File: config.mk
export PLATFORM = sky130hd
export DESIGN_NAME = shir_irq
export DESIGN_NICKNAME = d
export VERILOG_FILES = /design/src/logic/shir_pkg.sv /design/src/logic/shir_irq.sv
export SDC_FILE = /design/constraint.sdc
export NUM_CORES = 1
export LEC_CHECK = 0
export ABC_AREA = 1
export BUFFER_PORTS_ARGS = -buffer_cell sky130_fd_sc_hd__buf_2
export CAP_MARGIN = 10
export CORE_MARGIN = 5
export CORE_UTILIZATION = 48
export CTS_BUF_LIST = sky130_fd_sc_hd__clkbuf_16
export DETAILED_ROUTE_END_ITERATION = 6
export PLACE_DENSITY = 0.84
export SYNTH_ARGS = -nofsm -noshare
export SYNTH_HDL_FRONTEND = slang
export SYNTH_SLANG_ARGS = --single-unit
File: constraint.sdc
create_clock -name ref_clk -period 2.9 [get_ports ref_clk]
set_input_delay 0.435 -clock ref_clk [delete_from_list [all_inputs] [get_ports ref_clk]]
set_output_delay 0.435 -clock ref_clk [all_outputs]
set_load 0.005 [all_outputs]
File: src/logic/shir_pkg.sv
// constants for the interrupt reporting block of the host interface
// assumes a single 200 MHz clock and plain-port register access
//
// How it works
// - active-low request pin while interrupt pending
// - script running: only summary register reachable
// - on-the-fly flag cleared by writing one
// - scsi interrupt sets scsi pending flag
// - dma interrupt sets dma pending flag
// - both pending flags may set together
// - scsi status read returns and clears causes
// - receive fatal: flush dma fifo before interrupt
// - send fatal: fifo may hold bytes, empty clear
// - fifo clear bits: chip test 2, scsi test 1
// - own-id bits 5,6 enable selection, reselection
// - selected bit 5, reselected bit 4
// - selected during select: take alternate address
// - dma fifo empty bit 7 status only
// - pin off at least four clocks, unstack, reassert
package shir_pkg;
  // summary register bit positions
  localparam int SUM_DIP   = 0;
  localparam int SUM_SIP   = 1;
  localparam int SUM_ON_THE_FLY_INTERRUPT  = 2;
  // clear-fifo controls
  localparam int CT3_CLF   = 2;
  localparam int ST3_CSF   = 1;
  // own-id enables
  localparam int OWN_SEL_EN  = 5;
  localparam int OWN_RSEL_EN = 6;
  // scsi status low bit positions
  localparam int SST_SEL   = 5;
  localparam int SST_RSEL  = 4;
  // dma status fifo empty
  localparam int DST_DFE   = 7;
  // pin gap after clearing first level
  localparam int GAP_NS    = 15;
  localparam int CLK_NS    = 5;
  localparam int GAP_CYC   = (GAP_NS + CLK_NS - 1) / CLK_NS;
  localparam logic [1:0] GAP_LAST = 2'(GAP_CYC - 1);
  localparam logic [7:0] ZERO8 = 8'h00;
  typedef enum logic [1:0] {SHIR_IDLE, SHIR_FLUSH, SHIR_POST} shir_fat_t;
endpackage

File: src/logic/shir_irq.sv
// interrupt reporting: summary, scsi/dma status, stacking, request pin
// assumes cause pulses and read/write strobes come from the same clock
`timescale 1ns/1ps
module shir_irq (
  // clock and reset
  input  wire logic       ref_clk,
  input  wire logic       rst,
  // cause inputs, one-cycle pulses
  input  wire logic [7:0] scsi_cause_low,
  input  wire logic [7:0] scsi_cause_high,
  input  wire logic [6:0] dma_cause,
  input  wire logic       fly_event,
  input  wire logic       fatal_scsi,
  // enables
  input  wire logic [7:0] scsi_irq_enable_low,
  input  wire logic [7:0] scsi_irq_enable_high,
  input  wire logic [6:0] dma_irq_enable,
  input  wire logic       pin_mask,
  // own id and select state
  input  wire logic [7:0] scsi_own_id_reg,
  input  wire logic       select_active,
  input  wire logic       initiator_role,
  // data path state
  input  wire logic       receiving,
  input  wire logic       dma_fifo_empty,
  input  wire logic       script_running,
  // host register strobes
  input  wire logic       rd_summary,
  input  wire logic       wr_summary,
  input  wire logic [7:0] wr_data,
  input  wire logic       rd_scsi_low,
  input  wire logic       rd_scsi_high,
  input  wire logic       rd_dma,
  input  wire logic [7:0] chip_test_three,
  input  wire logic [7:0] scsi_test_three,
  // outputs
  output logic            irq_n,
  output logic [7:0]      interrupt_summary_status,
  output logic [7:0]      scsi_irq_status_low,
  output logic [7:0]      scsi_irq_status_high,
  output logic [7:0]      dma_irq_status,
  output logic            access_refused,
  output logic            flush_req,
  output logic            clear_dma_fifo,
  output logic            clear_scsi_fifo,
  output logic            take_alternate
);
  import shir_pkg::*;

  // first level and stacked status
  logic [7:0] sl_ff;
  logic [7:0] sh_ff;
  logic [7:0] sl_stk_ff;
  logic [7:0] sh_stk_ff;
  logic [6:0] d_ff;
  logic [6:0] d_stk_ff;
  // flags, pin and pulses
  logic       fly_ff;
  logic       sip_ff;
  logic       dip_ff;
  logic       irq_n_ff;
  logic       alt_ff;
  logic [1:0] gap_ff;
  shir_fat_t  fat_ff;
  // read copies
  logic [7:0] rd_sl_ff;
  logic [7:0] rd_sh_ff;
  logic [7:0] rd_d_ff;
  // decode
  logic [7:0] new_sl;
  logic [7:0] new_sh;
  logic [6:0] new_d;
  logic       first_level;
  logic       rd_ok_sl;
  logic       rd_ok_sh;
  logic       rd_ok_d;
  logic       sel_hit;
  logic       rsel_hit;
  logic       scsi_any;
  logic       dma_any;
  logic       first_clear;
  logic       fatal_post;
  logic       gap_idle;

  function automatic logic hits(input logic [7:0] c, input logic [7:0] e);
    hits = |(c & e);
  endfunction

  // reselection only honoured with its enable
  assign sel_hit  = scsi_own_id_reg[OWN_SEL_EN];
  assign rsel_hit = scsi_own_id_reg[OWN_RSEL_EN] && initiator_role;
  always_comb begin
    new_sl = scsi_cause_low;
    new_sl[SST_SEL]  = scsi_cause_low[SST_SEL] && sel_hit;
    new_sl[SST_RSEL] = scsi_cause_low[SST_RSEL] && rsel_hit;
    new_sh = scsi_cause_high;
    new_d  = dma_cause;
  end

  // only summary reachable while script runs
  assign rd_ok_sl = rd_scsi_low && !script_running;
  assign rd_ok_sh = rd_scsi_high && !script_running;
  assign rd_ok_d  = rd_dma && !script_running;
  assign access_refused = script_running && (rd_scsi_low || rd_scsi_high || rd_dma);
  assign first_level = sip_ff || dip_ff;
  assign scsi_any = hits(sl_ff, scsi_irq_enable_low) || hits(sh_ff, scsi_irq_enable_high);
  assign dma_any  = hits({1'b0, d_ff}, {1'b0, dma_irq_enable});
  assign first_clear = (rd_ok_sl || rd_ok_sh || rd_ok_d) && first_level;
  assign gap_idle    = (gap_ff == 2'b00);
  assign fatal_post  = (fat_ff == SHIR_POST);

  // fatal handling: flush on receive before posting
  always_ff @(posedge ref_clk or posedge rst) begin
    if (rst) begin
      fat_ff <= SHIR_IDLE;
    end else begin
      case (fat_ff)
        SHIR_IDLE:  if (fatal_scsi) fat_ff <= receiving ? SHIR_FLUSH : SHIR_POST;
        SHIR_FLUSH: if (dma_fifo_empty) fat_ff <= SHIR_POST;
        // held until the post can reach the pending flag
        SHIR_POST:  if (gap_idle && !first_clear) fat_ff <= SHIR_IDLE;
        default:    fat_ff <= SHIR_IDLE;
      endcase
    end
  end
  assign flush_req = (fat_ff == SHIR_FLUSH);

  // first-level and stacked status, new events win over read clears
  always_ff @(posedge ref_clk or posedge rst) begin
    if (rst) begin
      sl_ff <= ZERO8;
      sh_ff <= ZERO8;
      d_ff <= ZERO8[6:0];
      sl_stk_ff <= ZERO8;
      sh_stk_ff <= ZERO8;
      d_stk_ff <= ZERO8[6:0];
    end else if (first_level && !first_clear) begin
      sl_stk_ff <= sl_stk_ff | new_sl;
      sh_stk_ff <= sh_stk_ff | new_sh;
      d_stk_ff  <= d_stk_ff | new_d;
    end else if (first_clear) begin
      sl_ff <= (rd_ok_sl ? ZERO8 : sl_ff) | new_sl;
      sh_ff <= (rd_ok_sh ? ZERO8 : sh_ff) | new_sh;
      d_ff  <= (rd_ok_d ? ZERO8[6:0] : d_ff) | new_d;
    end else begin
      sl_ff <= sl_ff | new_sl | sl_stk_ff;
      sh_ff <= sh_ff | new_sh | sh_stk_ff;
      d_ff  <= d_ff | new_d | d_stk_ff;
      sl_stk_ff <= ZERO8;
      sh_stk_ff <= ZERO8;
      d_stk_ff <= ZERO8[6:0];
    end
  end

  // pending flags; both may set together
  always_ff @(posedge ref_clk or posedge rst) begin
    if (rst) begin
      sip_ff <= 1'b0;
      dip_ff <= 1'b0;
    end else if (first_clear) begin
      sip_ff <= 1'b0;
      dip_ff <= 1'b0;
    end else if (gap_idle) begin
      // a posted fatal condition counts as scsi type
      sip_ff <= sip_ff || scsi_any || fatal_post;
      dip_ff <= dip_ff || dma_any;
    end
  end

  // on-the-fly flag: set wins over write-one clear
  always_ff @(posedge ref_clk or posedge rst) begin
    if (rst) begin
      fly_ff <= 1'b0;
    end else if (fly_event) begin
      fly_ff <= 1'b1;
    end else if (wr_summary && wr_data[SUM_ON_THE_FLY_INTERRUPT]) begin
      fly_ff <= 1'b0;
    end
  end

  // pin gap counter after first level cleared
  always_ff @(posedge ref_clk or posedge rst) begin
    if (rst) begin
      gap_ff <= 2'b00;
    end else if (first_clear) begin
      gap_ff <= GAP_LAST + 2'b01;
    end else if (!gap_idle) begin
      gap_ff <= gap_ff - 2'b01;
    end
  end

  // request pin
  always_ff @(posedge ref_clk or posedge rst) begin
    if (rst) begin
      irq_n_ff <= 1'b1;
    end else begin
      irq_n_ff <= !((sip_ff || dip_ff || fly_ff) && !pin_mask
                    && gap_idle && !first_clear);
    end
  end
  assign irq_n = irq_n_ff;

  // alternate branch when (re)selected during select
  always_ff @(posedge ref_clk or posedge rst) begin
    if (rst) begin
      alt_ff <= 1'b0;
    end else begin
      alt_ff <= select_active && (new_sl[SST_SEL] || new_sl[SST_RSEL]);
    end
  end
  assign take_alternate = alt_ff;

  // read data registers
  always_ff @(posedge ref_clk or posedge rst) begin
    if (rst) begin
      rd_sl_ff <= ZERO8;
      rd_sh_ff <= ZERO8;
      rd_d_ff <= ZERO8;
    end else begin
      rd_sl_ff <= sl_ff;
      rd_sh_ff <= sh_ff;
      rd_d_ff  <= {dma_fifo_empty, d_ff};
    end
  end
  assign scsi_irq_status_low  = rd_sl_ff;
  assign scsi_irq_status_high = rd_sh_ff;
  assign dma_irq_status       = rd_d_ff;
  assign interrupt_summary_status = {5'h00, fly_ff, sip_ff, dip_ff};
  assign clear_dma_fifo  = chip_test_three[CT3_CLF];
  assign clear_scsi_fifo = scsi_test_three[ST3_CSF];

  // checks
  pin_off_a: assert property (@(posedge ref_clk) disable iff (rst)
    first_clear |=> irq_n [*3]) else $error("pin not off three clocks");
  pin_on_a: assert property (@(posedge ref_clk) disable iff (rst)
    (sip_ff && !pin_mask && gap_ff == 2'b00 && !first_clear) |=> !irq_n)
    else $error("pin not asserted");
  fly_set_a: assert property (@(posedge ref_clk) disable iff (rst)
    fly_event |=> fly_ff) else $error("fly flag lost");
  fly_hold_a: assert property (@(posedge ref_clk) disable iff (rst)
    (fly_ff && !(wr_summary && wr_data[SUM_ON_THE_FLY_INTERRUPT])) |=> fly_ff)
    else $error("fly flag cleared without write");
  refuse_a: assert property (@(posedge ref_clk) disable iff (rst)
    (script_running && rd_scsi_low && sip_ff) |=> sip_ff)
    else $error("read taken while running");
  dfe_a: assert property (@(posedge ref_clk) disable iff (rst)
    1'b1 |=> dma_irq_status[DST_DFE] == $past(dma_fifo_empty))
    else $error("fifo empty bit wrong");
  flush_a: assert property (@(posedge ref_clk) disable iff (rst)
    (fat_ff == SHIR_IDLE && fatal_scsi && receiving) |=> flush_req)
    else $error("no flush on receive fatal");
  both_a: assert property (@(posedge ref_clk) disable iff (rst)
    (scsi_any && dma_any && gap_ff == 2'b00 && !first_clear) |=> sip_ff && dip_ff)
    else $error("pending flags not both set");
  rsel_a: assert property (@(posedge ref_clk) disable iff (rst)
    !scsi_own_id_reg[OWN_RSEL_EN] |-> !new_sl[SST_RSEL])
    else $error("reselect honoured without enable");
  sip_set_a: assert property (@(posedge ref_clk) disable iff (rst)
    (scsi_any && gap_idle && !first_clear) |=> sip_ff)
    else $error("scsi pending not set");
  dip_set_a: assert property (@(posedge ref_clk) disable iff (rst)
    (dma_any && gap_idle && !first_clear) |=> dip_ff)
    else $error("dma pending not set");
  read_clear_a: assert property (@(posedge ref_clk) disable iff (rst)
    first_clear |=> !sip_ff && !dip_ff)
    else $error("read did not clear pending");
  fatal_post_a: assert property (@(posedge ref_clk) disable iff (rst)
    (fatal_post && gap_idle && !first_clear) |=> sip_ff)
    else $error("fatal not posted");
  alt_branch_a: assert property (@(posedge ref_clk) disable iff (rst)
    (select_active && new_sl[SST_SEL]) |=> take_alternate)
    else $error("alternate branch missed");
  refused_flag_a: assert property (@(posedge ref_clk) disable iff (rst)
    (script_running && rd_scsi_high) |-> access_refused)
    else $error("refused read not flagged");
  stack_c: cover property (@(posedge ref_clk) disable iff (rst) first_clear ##4 !irq_n);
  fly_c: cover property (@(posedge ref_clk) disable iff (rst) fly_ff ##1 !fly_ff);
  alt_c: cover property (@(posedge ref_clk) disable iff (rst) take_alternate);
  both_c: cover property (@(posedge ref_clk) disable iff (rst) sip_ff && dip_ff);
  flush_c: cover property (@(posedge ref_clk) disable iff (rst) flush_req ##1 !flush_req);
endmodule // shir_irq

==> impl_metrics.py, run 1 <==
metrics = {
    "synthesis": {
        "syn_inst": 322,
        "postSynth.asyncResetShare_pct": 100,
        "syn-mean-instance-area_sq_um": 10.1,
        "synth.yosys.seq_area_share_pct": 61.0,
        "netlist.top_cell.by_area": "sky130_fd_sc_hd__dfrtp_1",
        "ff_latch_count_synth": 79,
        "post_synth_cell_types": 34,
        "netlist_area_sq_um": 3240,
        "synth.top_cell.area_share_pct": 60.2,
        "yosys-top-cells-count": "sky130_fd_sc_hd__nand2_1 (92), sky130_fd_sc_hd__dfrtp_1 (78), sky130_fd_sc_hd__a21oi_1 (27)",
        "synth_edf_count": 0,
        "primary_flip_flop_cell_chosen_by_synthesis_mapping": "sky130_fd_sc_hd__dfrtp_1",
        "yosys-top-cells-area": "sky130_fd_sc_hd__dfrtp_1 (60%), sky130_fd_sc_hd__nand2_1 (11%), sky130_fd_sc_hd__a21oi_1 (4.2%)",
        "ys.warnings.count": 0,
        "yosysMostFrequentCell": "sky130_fd_sc_hd__nand2_1",
    },
    "worst_setup_path": {
        "cp.required_ps": 3170,
        "critPathArrivalTime_ps": 2040,
        "worst_r2r_endpoint": "sip_ff",
        "crit_fanout": 37,
        "timing.reg2reg.setup_slack_ps": 1130,
        "timing_worst_setup_path_type": "reg2reg",
        "r2r-start": "dip_ff",
        "critPathCaptureType": "flop",
        "type_of_element_launching_the_critical_path": "flop",
        "logic_depth_of_the_worst_register_to_register_path": 6,
    },
    "grt": {
        "grt_start_max_net_pins": 46,
        "antenna_found_initial": 0,
        "globalRouteOverflowTotal": 0,
        "grt_use_total_pct": 18.6,
        "first_global_vias": 2610,
        "grt_pass1_wl_mm": 12.2,
    },
    "timing": {
        "final.period_utilization_pct": 61.1,
        "fmax_mhz": 565,
        "totalNegativeSetupSlack_ps": 0,
        "number_of_setup_violations_in_the_final_report": 0,
        "setup_clock_skew_after_layout_ps": 5.99,
        "max_slew_margin_pct": 53.1,
        "setup_ws_ps": 1130,
        "finalHoldViolCount": 0,
        "post-route-min-period_ps": 1770,
        "slew_at_the_pin_closest_to_its_max_slew_limit_ps": 700,
        "timing.hold.ws_ps": 157,
        "unrepaired_setup_endpoints_after_global_routing": "no",
        "pins_over_their_slew_limit": 0,
    },
    "final_layout": {
        "finish.net_count": 507,
        "areaGrowthSynthToFinish_pct": 23.2,
        "proportion_of_layout_cells_with_a_drive_suffix_above_1_pct": 28.7,
        "antenna-diode-count": 0,
    },
    "pwr": {
        "pwr-share-seq_pct": 44.2,
        "power_frac_clock_pct": 28.2,
        "pwr_density_cell_nw_per_um2": 1030,
        "ir_worst_vdd_mv": 0.460,
        "switching_share_pct": 33.6,
        "switching_power_uw": 1380,
        "internal_power_uw": 2730,
        "p_leak_uw": 0.00204,
        "totalPowerFinal_uw": 4110,
        "power.share.combinational_pct": 27.6,
    },
    "placement": {
        "post-place-ws_ps": 1150,
        "gpl_congestion": 0.803,
        "port_buffers": 93,
        "hpwlAfterDp_mm": 5.31,
    },
    "detailed_routing": {
        "vias": 2526,
        "totalWireLength_mm": 7.50,
        "drt_drc_violations_left": 0,
        "ant_nets": 0,
        "detail_route.wl_per_cell_microns": 15.1,
        "drt_pass1_iterations": 4,
        "route.detailed.vias_per_inst": 5.07,
        "drt_iter0_drc": 82,
    },
    "die": {
        "chipHeight_microns": 92.2,
        "start_util_pct": 48.5,
        "core-area_sq_um": 6680,
        "die_width_microns": 92.2,
        "core.rowCount": 30,
        "die_area_sq_um": 8500,
        "top_level_ports": 131,
    },
    "clock_network": {
        "cts_tree": "yes",
        "tritoncts.num_buffers": 9,
        "clockBufferDepth": 2,
        "clk_transition_reported_paths_ps": 60,
        "insertion_delay_ps": 330,
        "cts.root.buffer_cell": "sky130_fd_sc_hd__clkbuf_16",
        "h-tree-depth": 3,
        "ctsHoldBuffers": 0,
        "postCtsSetupRepairBufs": 0,
        "cts.repair.resized": 0,
        "clock_sink_count": 79,
    },
    "job": {
        "max_cap_viol_count": 0,
    },
    "hold_path": {
        "worst_hold_path_type": "in2async",
    },
    "run_status": {
        "status": "finished clean",
    },
}
-- layout by cell type (no fill, tap or decap), types with 2 or more instances in the layout --
master and instances:
sky130_fd_sc_hd__clkinv_1 4, sky130_fd_sc_hd__o211ai_1 4, sky130_fd_sc_hd__o21ai_0 14, sky130_fd_sc_hd__nor2_1 20, sky130_fd_sc_hd__o22ai_1 5, sky130_fd_sc_hd__nand2_1 92, sky130_fd_sc_hd__nand3_1 11, sky130_fd_sc_hd__clkbuf_16 9
sky130_fd_sc_hd__a22oi_1 2, sky130_fd_sc_hd__o21ai_1 7, sky130_fd_sc_hd__bufinv_16 2, sky130_fd_sc_hd__inv_1 21, sky130_fd_sc_hd__nand2_4 3, sky130_fd_sc_hd__nand3_4 3, sky130_fd_sc_hd__conb_1 5, sky130_fd_sc_hd__buf_2 93
sky130_fd_sc_hd__dfrtp_1 78, sky130_fd_sc_hd__a21oi_1 27
-- sequential cells by signal, indices dropped and copies added, names as in the netlist, 7 cells and up --
name                  count
d_ff                      7
d_stk_ff                  7
dma_irq_status            8
scsi_irq_status_high      8
scsi_irq_status_low       8
sh_ff                     8
sh_stk_ff                 8
sl_ff                     8
sl_stk_ff                 8
-- final cells by class --
cell class                 count  area [sq um]
multi-input combinational    205          1020
clock inverter                 7          78.8
timing repair buffer          94           485
fill                         596          2690
inverter                      24           108
tap                           80           100
clock buffer                   9           225
sequential                    79          1980
-- worst max-delay path, cell delays in order, from the launching register on --
cell and delay [ps]:
sky130_fd_sc_hd__dfrtp_1 450, sky130_fd_sc_hd__nor2_8 500, sky130_fd_sc_hd__inv_4 250, sky130_fd_sc_hd__nand3_4 180
sky130_fd_sc_hd__nand2_4 90, sky130_fd_sc_hd__o21bai_1 160, sky130_fd_sc_hd__nand2_1 60
-- power groups by stage --
stage          clock network, uW  registers [uW]  logic [uW]
2_1_floorplan                  0            1780         825
3_3_place_gp                   0            1800        1080
3_5_place_dp                   0            1830        1140
4_1_cts                     1170            1820        1150
5_1_grt                     1210            1880        1280
6_report                    1160            1820        1130
-- cells by family (layout without fill, tap and decap cells) --
logic type               after synthesis  in the layout  share of synthesized area [%]
AO/OA/AOI/OAI                         67             67                           12.0
adder cells (fa/ha/maj)                1              1                          0.386
buffers and inverters                 42            134                           7.99
flip-flops                            79             79                           61.0
other                                  1              5                          0.116
AND/OR/NAND/NOR                      132            132                           18.4
-- worst max-delay path by stage --
stage / start / endpoint / slack, ps / cells after the start
6_report: dip_ff / sip_ff / 1130 / 6
5_1_grt: dip_ff / sl_ff[5] / 990 / 5
4_1_cts: dip_ff / sl_ff[1] / 1130 / 5
3_5_place_dp: dip_ff / sip_ff / 1150 / 6
3_3_place_gp: dip_ff / sip_ff / 1190 / 6
2_1_floorplan: rst / d_ff[0] / 440 / 1
-- per-layer routing --
layer	track usage (%)	vias to the layer above	part of all wire, %
met5	0	-	0
met4	8.29	0	1.3
met3	4.35	13	8.1
met2	32.5	87	50
met1	21.7	1215	40
li1	-	1211	-
-- stage by stage --
step,util (%),area (sq um),instances
after CTS,59.8,4000,498
final,59.8,4000,498
after detailed placement,55.2,3690,482
after global routing,59.8,4000,498
after floorplan,-,3260,326
after global placement,55.2,3690,482
(Power assumes the default switching activity.)
==> run 2: changes to the inputs <==
--- a/config.mk
+++ b/config.mk
@@ -5,14 +5,14 @@
 export SDC_FILE = /design/constraint.sdc
 export NUM_CORES = 1
 export LEC_CHECK = 0
-export ABC_AREA = 1
+export ABC_AREA = 0
 export BUFFER_PORTS_ARGS = -buffer_cell sky130_fd_sc_hd__buf_2
 export CAP_MARGIN = 10
 export CORE_MARGIN = 5
-export CORE_UTILIZATION = 48
+export CORE_UTILIZATION = 42
 export CTS_BUF_LIST = sky130_fd_sc_hd__clkbuf_16
 export DETAILED_ROUTE_END_ITERATION = 6
-export PLACE_DENSITY = 0.84
+export PLACE_DENSITY = 0.8
 export SYNTH_ARGS = -nofsm -noshare
 export SYNTH_HDL_FRONTEND = slang
 export SYNTH_SLANG_ARGS = --single-unit
==> constraint.sdc (replaced) <==
create_clock -name ref_clk -period 1.5 [get_ports ref_clk]
set_input_delay 0.225 -clock ref_clk [delete_from_list [all_inputs] [get_ports ref_clk]]
set_output_delay 0.225 -clock ref_clk [all_outputs]
set_load 0.005 [all_outputs]
==> run 2 against run 1 <==
Effect of this change: critical path depth shrank 1; worst hold slack got worse by 150 ps; sequential cell count unchanged; via count is 6.3% lower; non-clock buffer count up 15; global-route usage decreased by 1.6 points; clock power is 130% higher; fmax increased by 21%; largest cell class unchanged; largest power group unchanged; die area is 6.6% higher.
==> impl_metrics.py, run 2 <==
metrics = {
    "run_status": {
        "status": "finished clean",
    },
    "synthesis": {
        "netlist.top_cell.by_area": "sky130_fd_sc_hd__dfrtp_1",
        "synth.top_cell.area_share_pct": 64.0,
        "ff_latch_count_synth": 79,
        "netlist_area_sq_um": 3050,
        "post_synth_cell_types": 35,
        "postSynth.asyncResetShare_pct": 100,
        "ys.warnings.count": 0,
        "syn-mean-instance-area_sq_um": 11.7,
        "yosys-top-cells-area": "sky130_fd_sc_hd__dfrtp_1 (64%), sky130_fd_sc_hd__a21oi_1 (7.6%), sky130_fd_sc_hd__nor2_1 (5.0%)",
        "syn_inst": 260,
        "yosys-top-cells-count": "sky130_fd_sc_hd__dfrtp_1 (78), sky130_fd_sc_hd__a21oi_1 (46), sky130_fd_sc_hd__nor2_1 (41)",
        "synth_edf_count": 0,
        "primary_flip_flop_cell_chosen_by_synthesis_mapping": "sky130_fd_sc_hd__dfrtp_1",
        "synth.yosys.seq_area_share_pct": 64.9,
        "yosysMostFrequentCell": "sky130_fd_sc_hd__dfrtp_1",
    },
    "worst_setup_path": {
        "worst_r2r_endpoint": "sip_ff",
        "cp-endpoint": "sip_ff",
        "first_element_of_the_critical_path": "sl_ff[1]",
        "cp.required_ps": 1710,
        "critPathCaptureType": "flop",
        "type_of_element_launching_the_critical_path": "flop",
        "r2r-start": "sl_ff[1]",
        "logic_depth_of_the_worst_register_to_register_path": 5,
        "timing_worst_setup_path_type": "reg2reg",
        "crit_fanout": 3,
        "critPathArrivalTime_ps": 1670,
        "timing.reg2reg.setup_slack_ps": 40,
    },
    "die": {
        "top_level_ports": 131,
        "core.rowCount": 31,
        "die_area_sq_um": 9060,
        "die_width_microns": 95.2,
        "core-area_sq_um": 7180,
        "chipHeight_microns": 95.2,
        "start_util_pct": 42.5,
    },
    "timing": {
        "finalHoldViolCount": 0,
        "post-route-min-period_ps": 1460,
        "fmax_mhz": 684,
        "final.period_utilization_pct": 97.4,
        "unrepaired_setup_endpoints_after_global_routing": "yes",
        "pins_over_their_slew_limit": 0,
        "number_of_setup_violations_in_the_final_report": 0,
        "setup_clock_skew_after_layout_ps": 6.63,
        "timing.hold.ws_ps": 4.28,
    },
    "final_layout": {
        "areaGrowthSynthToFinish_pct": 34.2,
        "proportion_of_layout_cells_with_a_drive_suffix_above_1_pct": 37.7,
        "layout_commonest_cell": "sky130_fd_sc_hd__buf_2",
        "final.fill_count": 603,
        "antenna-diode-count": 0,
        "finish.net_count": 459,
        "layout.cells.non_filler": 468,
        "most-common-layout-cells": "sky130_fd_sc_hd__buf_2 (93), sky130_fd_sc_hd__dfrtp_1 (78), sky130_fd_sc_hd__a21oi_1 (46)",
    },
    "detailed_routing": {
        "drt_drc_violations_left": 0,
        "drt_pass1_iterations": 4,
        "drt_iter0_drc": 119,
        "route.detailed.vias_per_inst": 5.06,
        "totalWireLength_mm": 7.30,
        "vias": 2368,
        "ant_nets": 0,
        "detail_route.wl_per_cell_microns": 15.6,
    },
    "grt": {
        "grt_start_max_net_pins": 80,
        "grt_use_total_pct": 17.0,
        "antenna_found_initial": 0,
        "first_global_vias": 2398,
        "globalRouteOverflowTotal": 0,
        "grt_pass1_wl_mm": 11.5,
    },
    "placement": {
        "gpl_congestion": 0.842,
        "hpwlAfterDp_mm": 5.11,
        "place.detailed.instances": 450,
        "port_buffers": 93,
    },
    "clock_network": {
        "clock_sink_count": 79,
        "clk_transition_reported_paths_ps": 60,
        "insertion_delay_ps": 330,
        "cts.root.buffer_cell": "sky130_fd_sc_hd__clkbuf_16",
        "cts_tree": "yes",
        "tritoncts.num_buffers": 9,
        "ctsHoldBuffers": 0,
        "h-tree-depth": 3,
        "clockBufferDepth": 2,
    },
    "pwr": {
        "pwr_density_cell_nw_per_um2": 2010,
        "ir_worst_vdd_mv": 0.860,
        "p_leak_uw": 0.00185,
    },
    "job": {
        "max_cap_viol_count": 0,
    },
    "hold_path": {
        "worst_hold_path_type": "in2async",
    },
}
[run 2: metrics by stage]
step / util, % / total power (uW) / instance area, sq um / setup WS, ps / setup TNS [ps]
after floorplan: - / 4670 / 3070 / 153 / 0
after global placement: 51.3 / 5470 / 3680 / -70.8 / -70.8
after detailed placement: 51.3 / 5570 / 3680 / -112 / -121
after CTS: 56.4 / 8240 / 4050 / 7.54 / 0
after global routing: 57.0 / 8740 / 4090 / -40.0 / -74.8
final: 57.0 / 8230 / 4090 / 38.6 / 0
[run 2: cell type report]
| class | instances | area (sq um) | area share (%) |
|---|---|---|---|
| clock buffer | 9 | 225 | 5.51 |
| clock inverter | 6 | 134 | 3.27 |
| inverter | 4 | 18.8 | 0.459 |
| multi-input combinational | 162 | 973 | 23.8 |
| sequential | 79 | 1980 | 48.4 |
| tap | 99 | 124 | 3.03 |
| timing repair buffer | 109 | 636 | 15.5 |
[run 2: worst min path at each step]
stage | from | end | slack [ps] | cells past startpoint
final | rst | dma_irq_status[0] | 4 | 3
after floorplan | dma_fifo_empty | dma_irq_status[7] | 260 | 0
after global placement | dma_fifo_empty | dma_irq_status[7] | 360 | 1
after CTS | dma_fifo_empty | dma_irq_status[7] | 20 | 1
after detailed placement | rst | take_alternate | 370 | 3
after global routing | dma_fifo_empty | dma_irq_status[7] | 20 | 1
[run 2: logic make-up (layout without fill, tap and decap cells)]
| kind of cell | count (synthesis) | after routing | synth area share (%) |
|---|---|---|---|
| mux | 2 | 2 | 0.739 |
| simple gates | 64 | 64 | 8.99 |
| buf+inv | 23 | 128 | 4.80 |
| fa+ha+maj | 1 | 1 | 0.410 |
| flops | 79 | 79 | 64.9 |
| compound gates | 89 | 89 | 19.7 |
| other cells | 1 | 5 | 0.123 |
| xor+xnor | 1 | 1 | 0.287 |
[run 2: repair_timing]
action / 4_1_cts / 5_1_grt
endpoints found under the setup margin: 2 / 17
pin swaps: 1 / 4
resized for setup: 2 / 4
buffers inserted: 0 / 3
[run 2: power breakdown]
part	switching (uW)	internal (uW)
registers	498	2980
logic	1110	1040
clock network	826	1780
[run 2: routing by layer]
layer | GRT usage, % | vias to the layer above | routed length, microns
li1 | - | 1125 | -
met1 | 21.0 | 1130 | 2930
met2 | 26.7 | 97 | 3560
met3 | 6.16 | 16 | 675
met4 | 7.57 | 0 | 132
met5 | 0 | - | 0
[run 2: worst max-delay path, stage by stage, from the launching register on]
cell                       delay, ps
sky130_fd_sc_hd__dfrtp_1         400
sky130_fd_sc_hd__a22o_1          240
sky130_fd_sc_hd__a221oi_4        230
sky130_fd_sc_hd__buf_4           160
sky130_fd_sc_hd__nand4_1          70
sky130_fd_sc_hd__o221a_2         250
==> run 3: changes to the inputs <==
--- a/config.mk
+++ b/config.mk
@@ -8,8 +8,10 @@
 export ABC_AREA = 0
 export BUFFER_PORTS_ARGS = -buffer_cell sky130_fd_sc_hd__buf_2
 export CAP_MARGIN = 10
+export CELL_PAD_IN_SITES_DETAIL_PLACEMENT = 1
+export CELL_PAD_IN_SITES_GLOBAL_PLACEMENT = 1
 export CORE_MARGIN = 5
-export CORE_UTILIZATION = 42
+export CORE_UTILIZATION = 32
 export CTS_BUF_LIST = sky130_fd_sc_hd__clkbuf_16
 export DETAILED_ROUTE_END_ITERATION = 6
 export PLACE_DENSITY = 0.8
==> run 3 against run 2 <==
Effect of this change: sequential cell count did not move; clock power fell by 12%; power fell by 3.2%; die area rose by 28%; highest routed layer unchanged.
==> impl_metrics.py, run 3 (synthesized netlist as in run 2, its figures left out) <==
metrics = {
    "timing": {
        "setup_clock_skew_after_layout_ps": 7.46,
        "fmax_mhz": 695,
        "unrepaired_setup_endpoints_after_global_routing": "yes",
        "number_of_setup_violations_in_the_final_report": 0,
        "setup_ws_ps": 61.8,
        "final.period_utilization_pct": 95.9,
        "post-route-min-period_ps": 1440,
        "pins_over_their_slew_limit": 0,
        "finalHoldViolCount": 0,
    },
    "pwr": {
        "p_leak_uw": 0.00183,
        "ir_worst_vdd_mv": 0.805,
        "pwr_density_cell_nw_per_um2": 1960,
    },
    "detailed_routing": {
        "totalWireLength_mm": 8.60,
        "detail_route.wl_per_cell_microns": 17.2,
        "route.detailed.vias_per_inst": 4.89,
        "drt_pass1_iterations": 4,
        "vias": 2452,
        "drt_iter0_drc": 61,
        "drt_drc_violations_left": 0,
        "ant_nets": 0,
    },
    "worst_setup_path": {
        "critPathCaptureType": "flop",
        "timing_worst_setup_path_type": "reg2reg",
        "crit_fanout": 3,
        "crit_path_top_delay_cell": "sky130_fd_sc_hd__a222oi_1",
        "logic_depth_of_the_worst_register_to_register_path": 3,
        "critical_path.n_buffers_inverters": 0,
        "critPathArrivalTime_ps": 1650,
        "total_stage_count_of_the_critical_path": 3,
        "list_of_cells_traversed_by_the_critical_path": "a222oi_1 > nand3_1 > a32o_1",
        "critical-path-top-delay-family": "compound AO/OA/AOI/OAI gates",
        "cp.required_ps": 1710,
        "type_of_element_launching_the_critical_path": "flop",
        "max_stage_delay_ps": 430,
    },
    "die": {
        "die_area_sq_um": 11600,
        "die_width_microns": 108,
        "core-area_sq_um": 9280,
        "chipHeight_microns": 108,
        "top_level_ports": 131,
        "start_util_pct": 32.8,
        "core.rowCount": 35,
    },
    "clock_network": {
        "cts_tree": "yes",
        "cts.root.buffer_cell": "sky130_fd_sc_hd__clkbuf_16",
        "clockBufferDepth": 2,
        "postCtsSetupRepairBufs": 0,
        "h-tree-depth": 3,
        "clock_sink_count": 79,
        "insertion_delay_ps": 320,
        "clk_transition_reported_paths_ps": 60,
        "tritoncts.num_buffers": 9,
    },
    "grt": {
        "antenna_found_initial": 0,
        "globalRouteOverflowTotal": 0,
        "first_global_vias": 2700,
        "grt_use_total_pct": 14.9,
        "grt_pass1_wl_mm": 13.4,
        "grt_start_max_net_pins": 80,
    },
    "hold_path": {
        "worst_hold_path_type": "in2async",
    },
    "job": {
        "max_cap_viol_count": 0,
    },
    "placement": {
        "port_buffers": 93,
        "gpl_congestion": 0.735,
        "hpwlAfterDp_mm": 6.21,
        "place.detailed.instances": 485,
        "post-place-ws_ps": -19.2,
    },
    "final_layout": {
        "finish.net_count": 461,
        "areaGrowthSynthToFinish_pct": 33.3,
        "antenna-diode-count": 0,
        "proportion_of_layout_cells_with_a_drive_suffix_above_1_pct": 37.1,
        "layout_commonest_cell": "sky130_fd_sc_hd__buf_2",
        "most-common-layout-cells": "sky130_fd_sc_hd__buf_2 (93), sky130_fd_sc_hd__dfrtp_1 (78), sky130_fd_sc_hd__a21oi_1 (46)",
        "layout.cells.non_filler": 501,
    },
    "run_status": {
        "status": "finished clean",
    },
}
run 3: what timing repair did:
item,in CTS,in global routing
endpoints found under the setup margin,0,10
resized for setup,0,4
hold buffers,0,0
run 3: where the power goes:
part	switching, uW	total [uW]	internal [uW]
Combinational	1160	2190	1020
Sequential	513	3490	2980
Clock	840	2290	1450
Total	2520	7960	5450
run 3: through the flow:
stage / cell area, sq um / TNS [ps] / total power, uW / hold slack [ps] / utilization, %
after floorplan: 3070 / 0 / 4670 / 256 / -
after global placement: 3730 / 0 / 5530 / 363 / 40.2
after detailed placement: 3730 / -33.8 / 5720 / 369 / 40.2
after CTS: 4040 / 0 / 8050 / 26.2 / 43.6
after global routing: 4060 / -172 / 8460 / 28.7 / 43.8
final: 4060 / 0 / 7960 / 14.4 / 43.8
run 3: worst reg2reg max path, cell delays in order (launching register included):
cell,delay [ps]
sky130_fd_sc_hd__dfrtp_1,390
sky130_fd_sc_hd__a222oi_1,430
sky130_fd_sc_hd__nand3_1,200
sky130_fd_sc_hd__a32o_1,300
run 3: area by class of cell:
cell class                      instances  area (sq um)
Inverter                                4          18.8
Timing Repair Buffer                  111           629
Fill cell                            1061          5220
Clock buffer                            9           225
Clock inverter                          7          88.8
Tap cell                              129           161
Multi-Input combinational cell        162           961
Sequential cell                        79          1980
run 3: final timing paths:
kind,start,to,slack (ps)
worst min register to register,d_ff[5],dma_irq_status[5],400
worst max register to register,d_ff[4],dip_ff,60
max in group asynchronous,rst,irq_n,1140
worst max-delay path,d_ff[4],dip_ff,60
min in group ref_clk,dma_fifo_empty,dma_irq_status[7],40
worst min-delay path,rst,scsi_irq_status_low[5],10
run 3: layer usage:
metal | up-vias | share of wire [%] | track usage (%)
li1 | 1126 | - | -
met1 | 1235 | 42 | 18.1
met2 | 81 | 52 | 26.2
met3 | 10 | 5.0 | 3.00
met4 | 0 | 1.3 | 5.41
met5 | - | 0 | 0
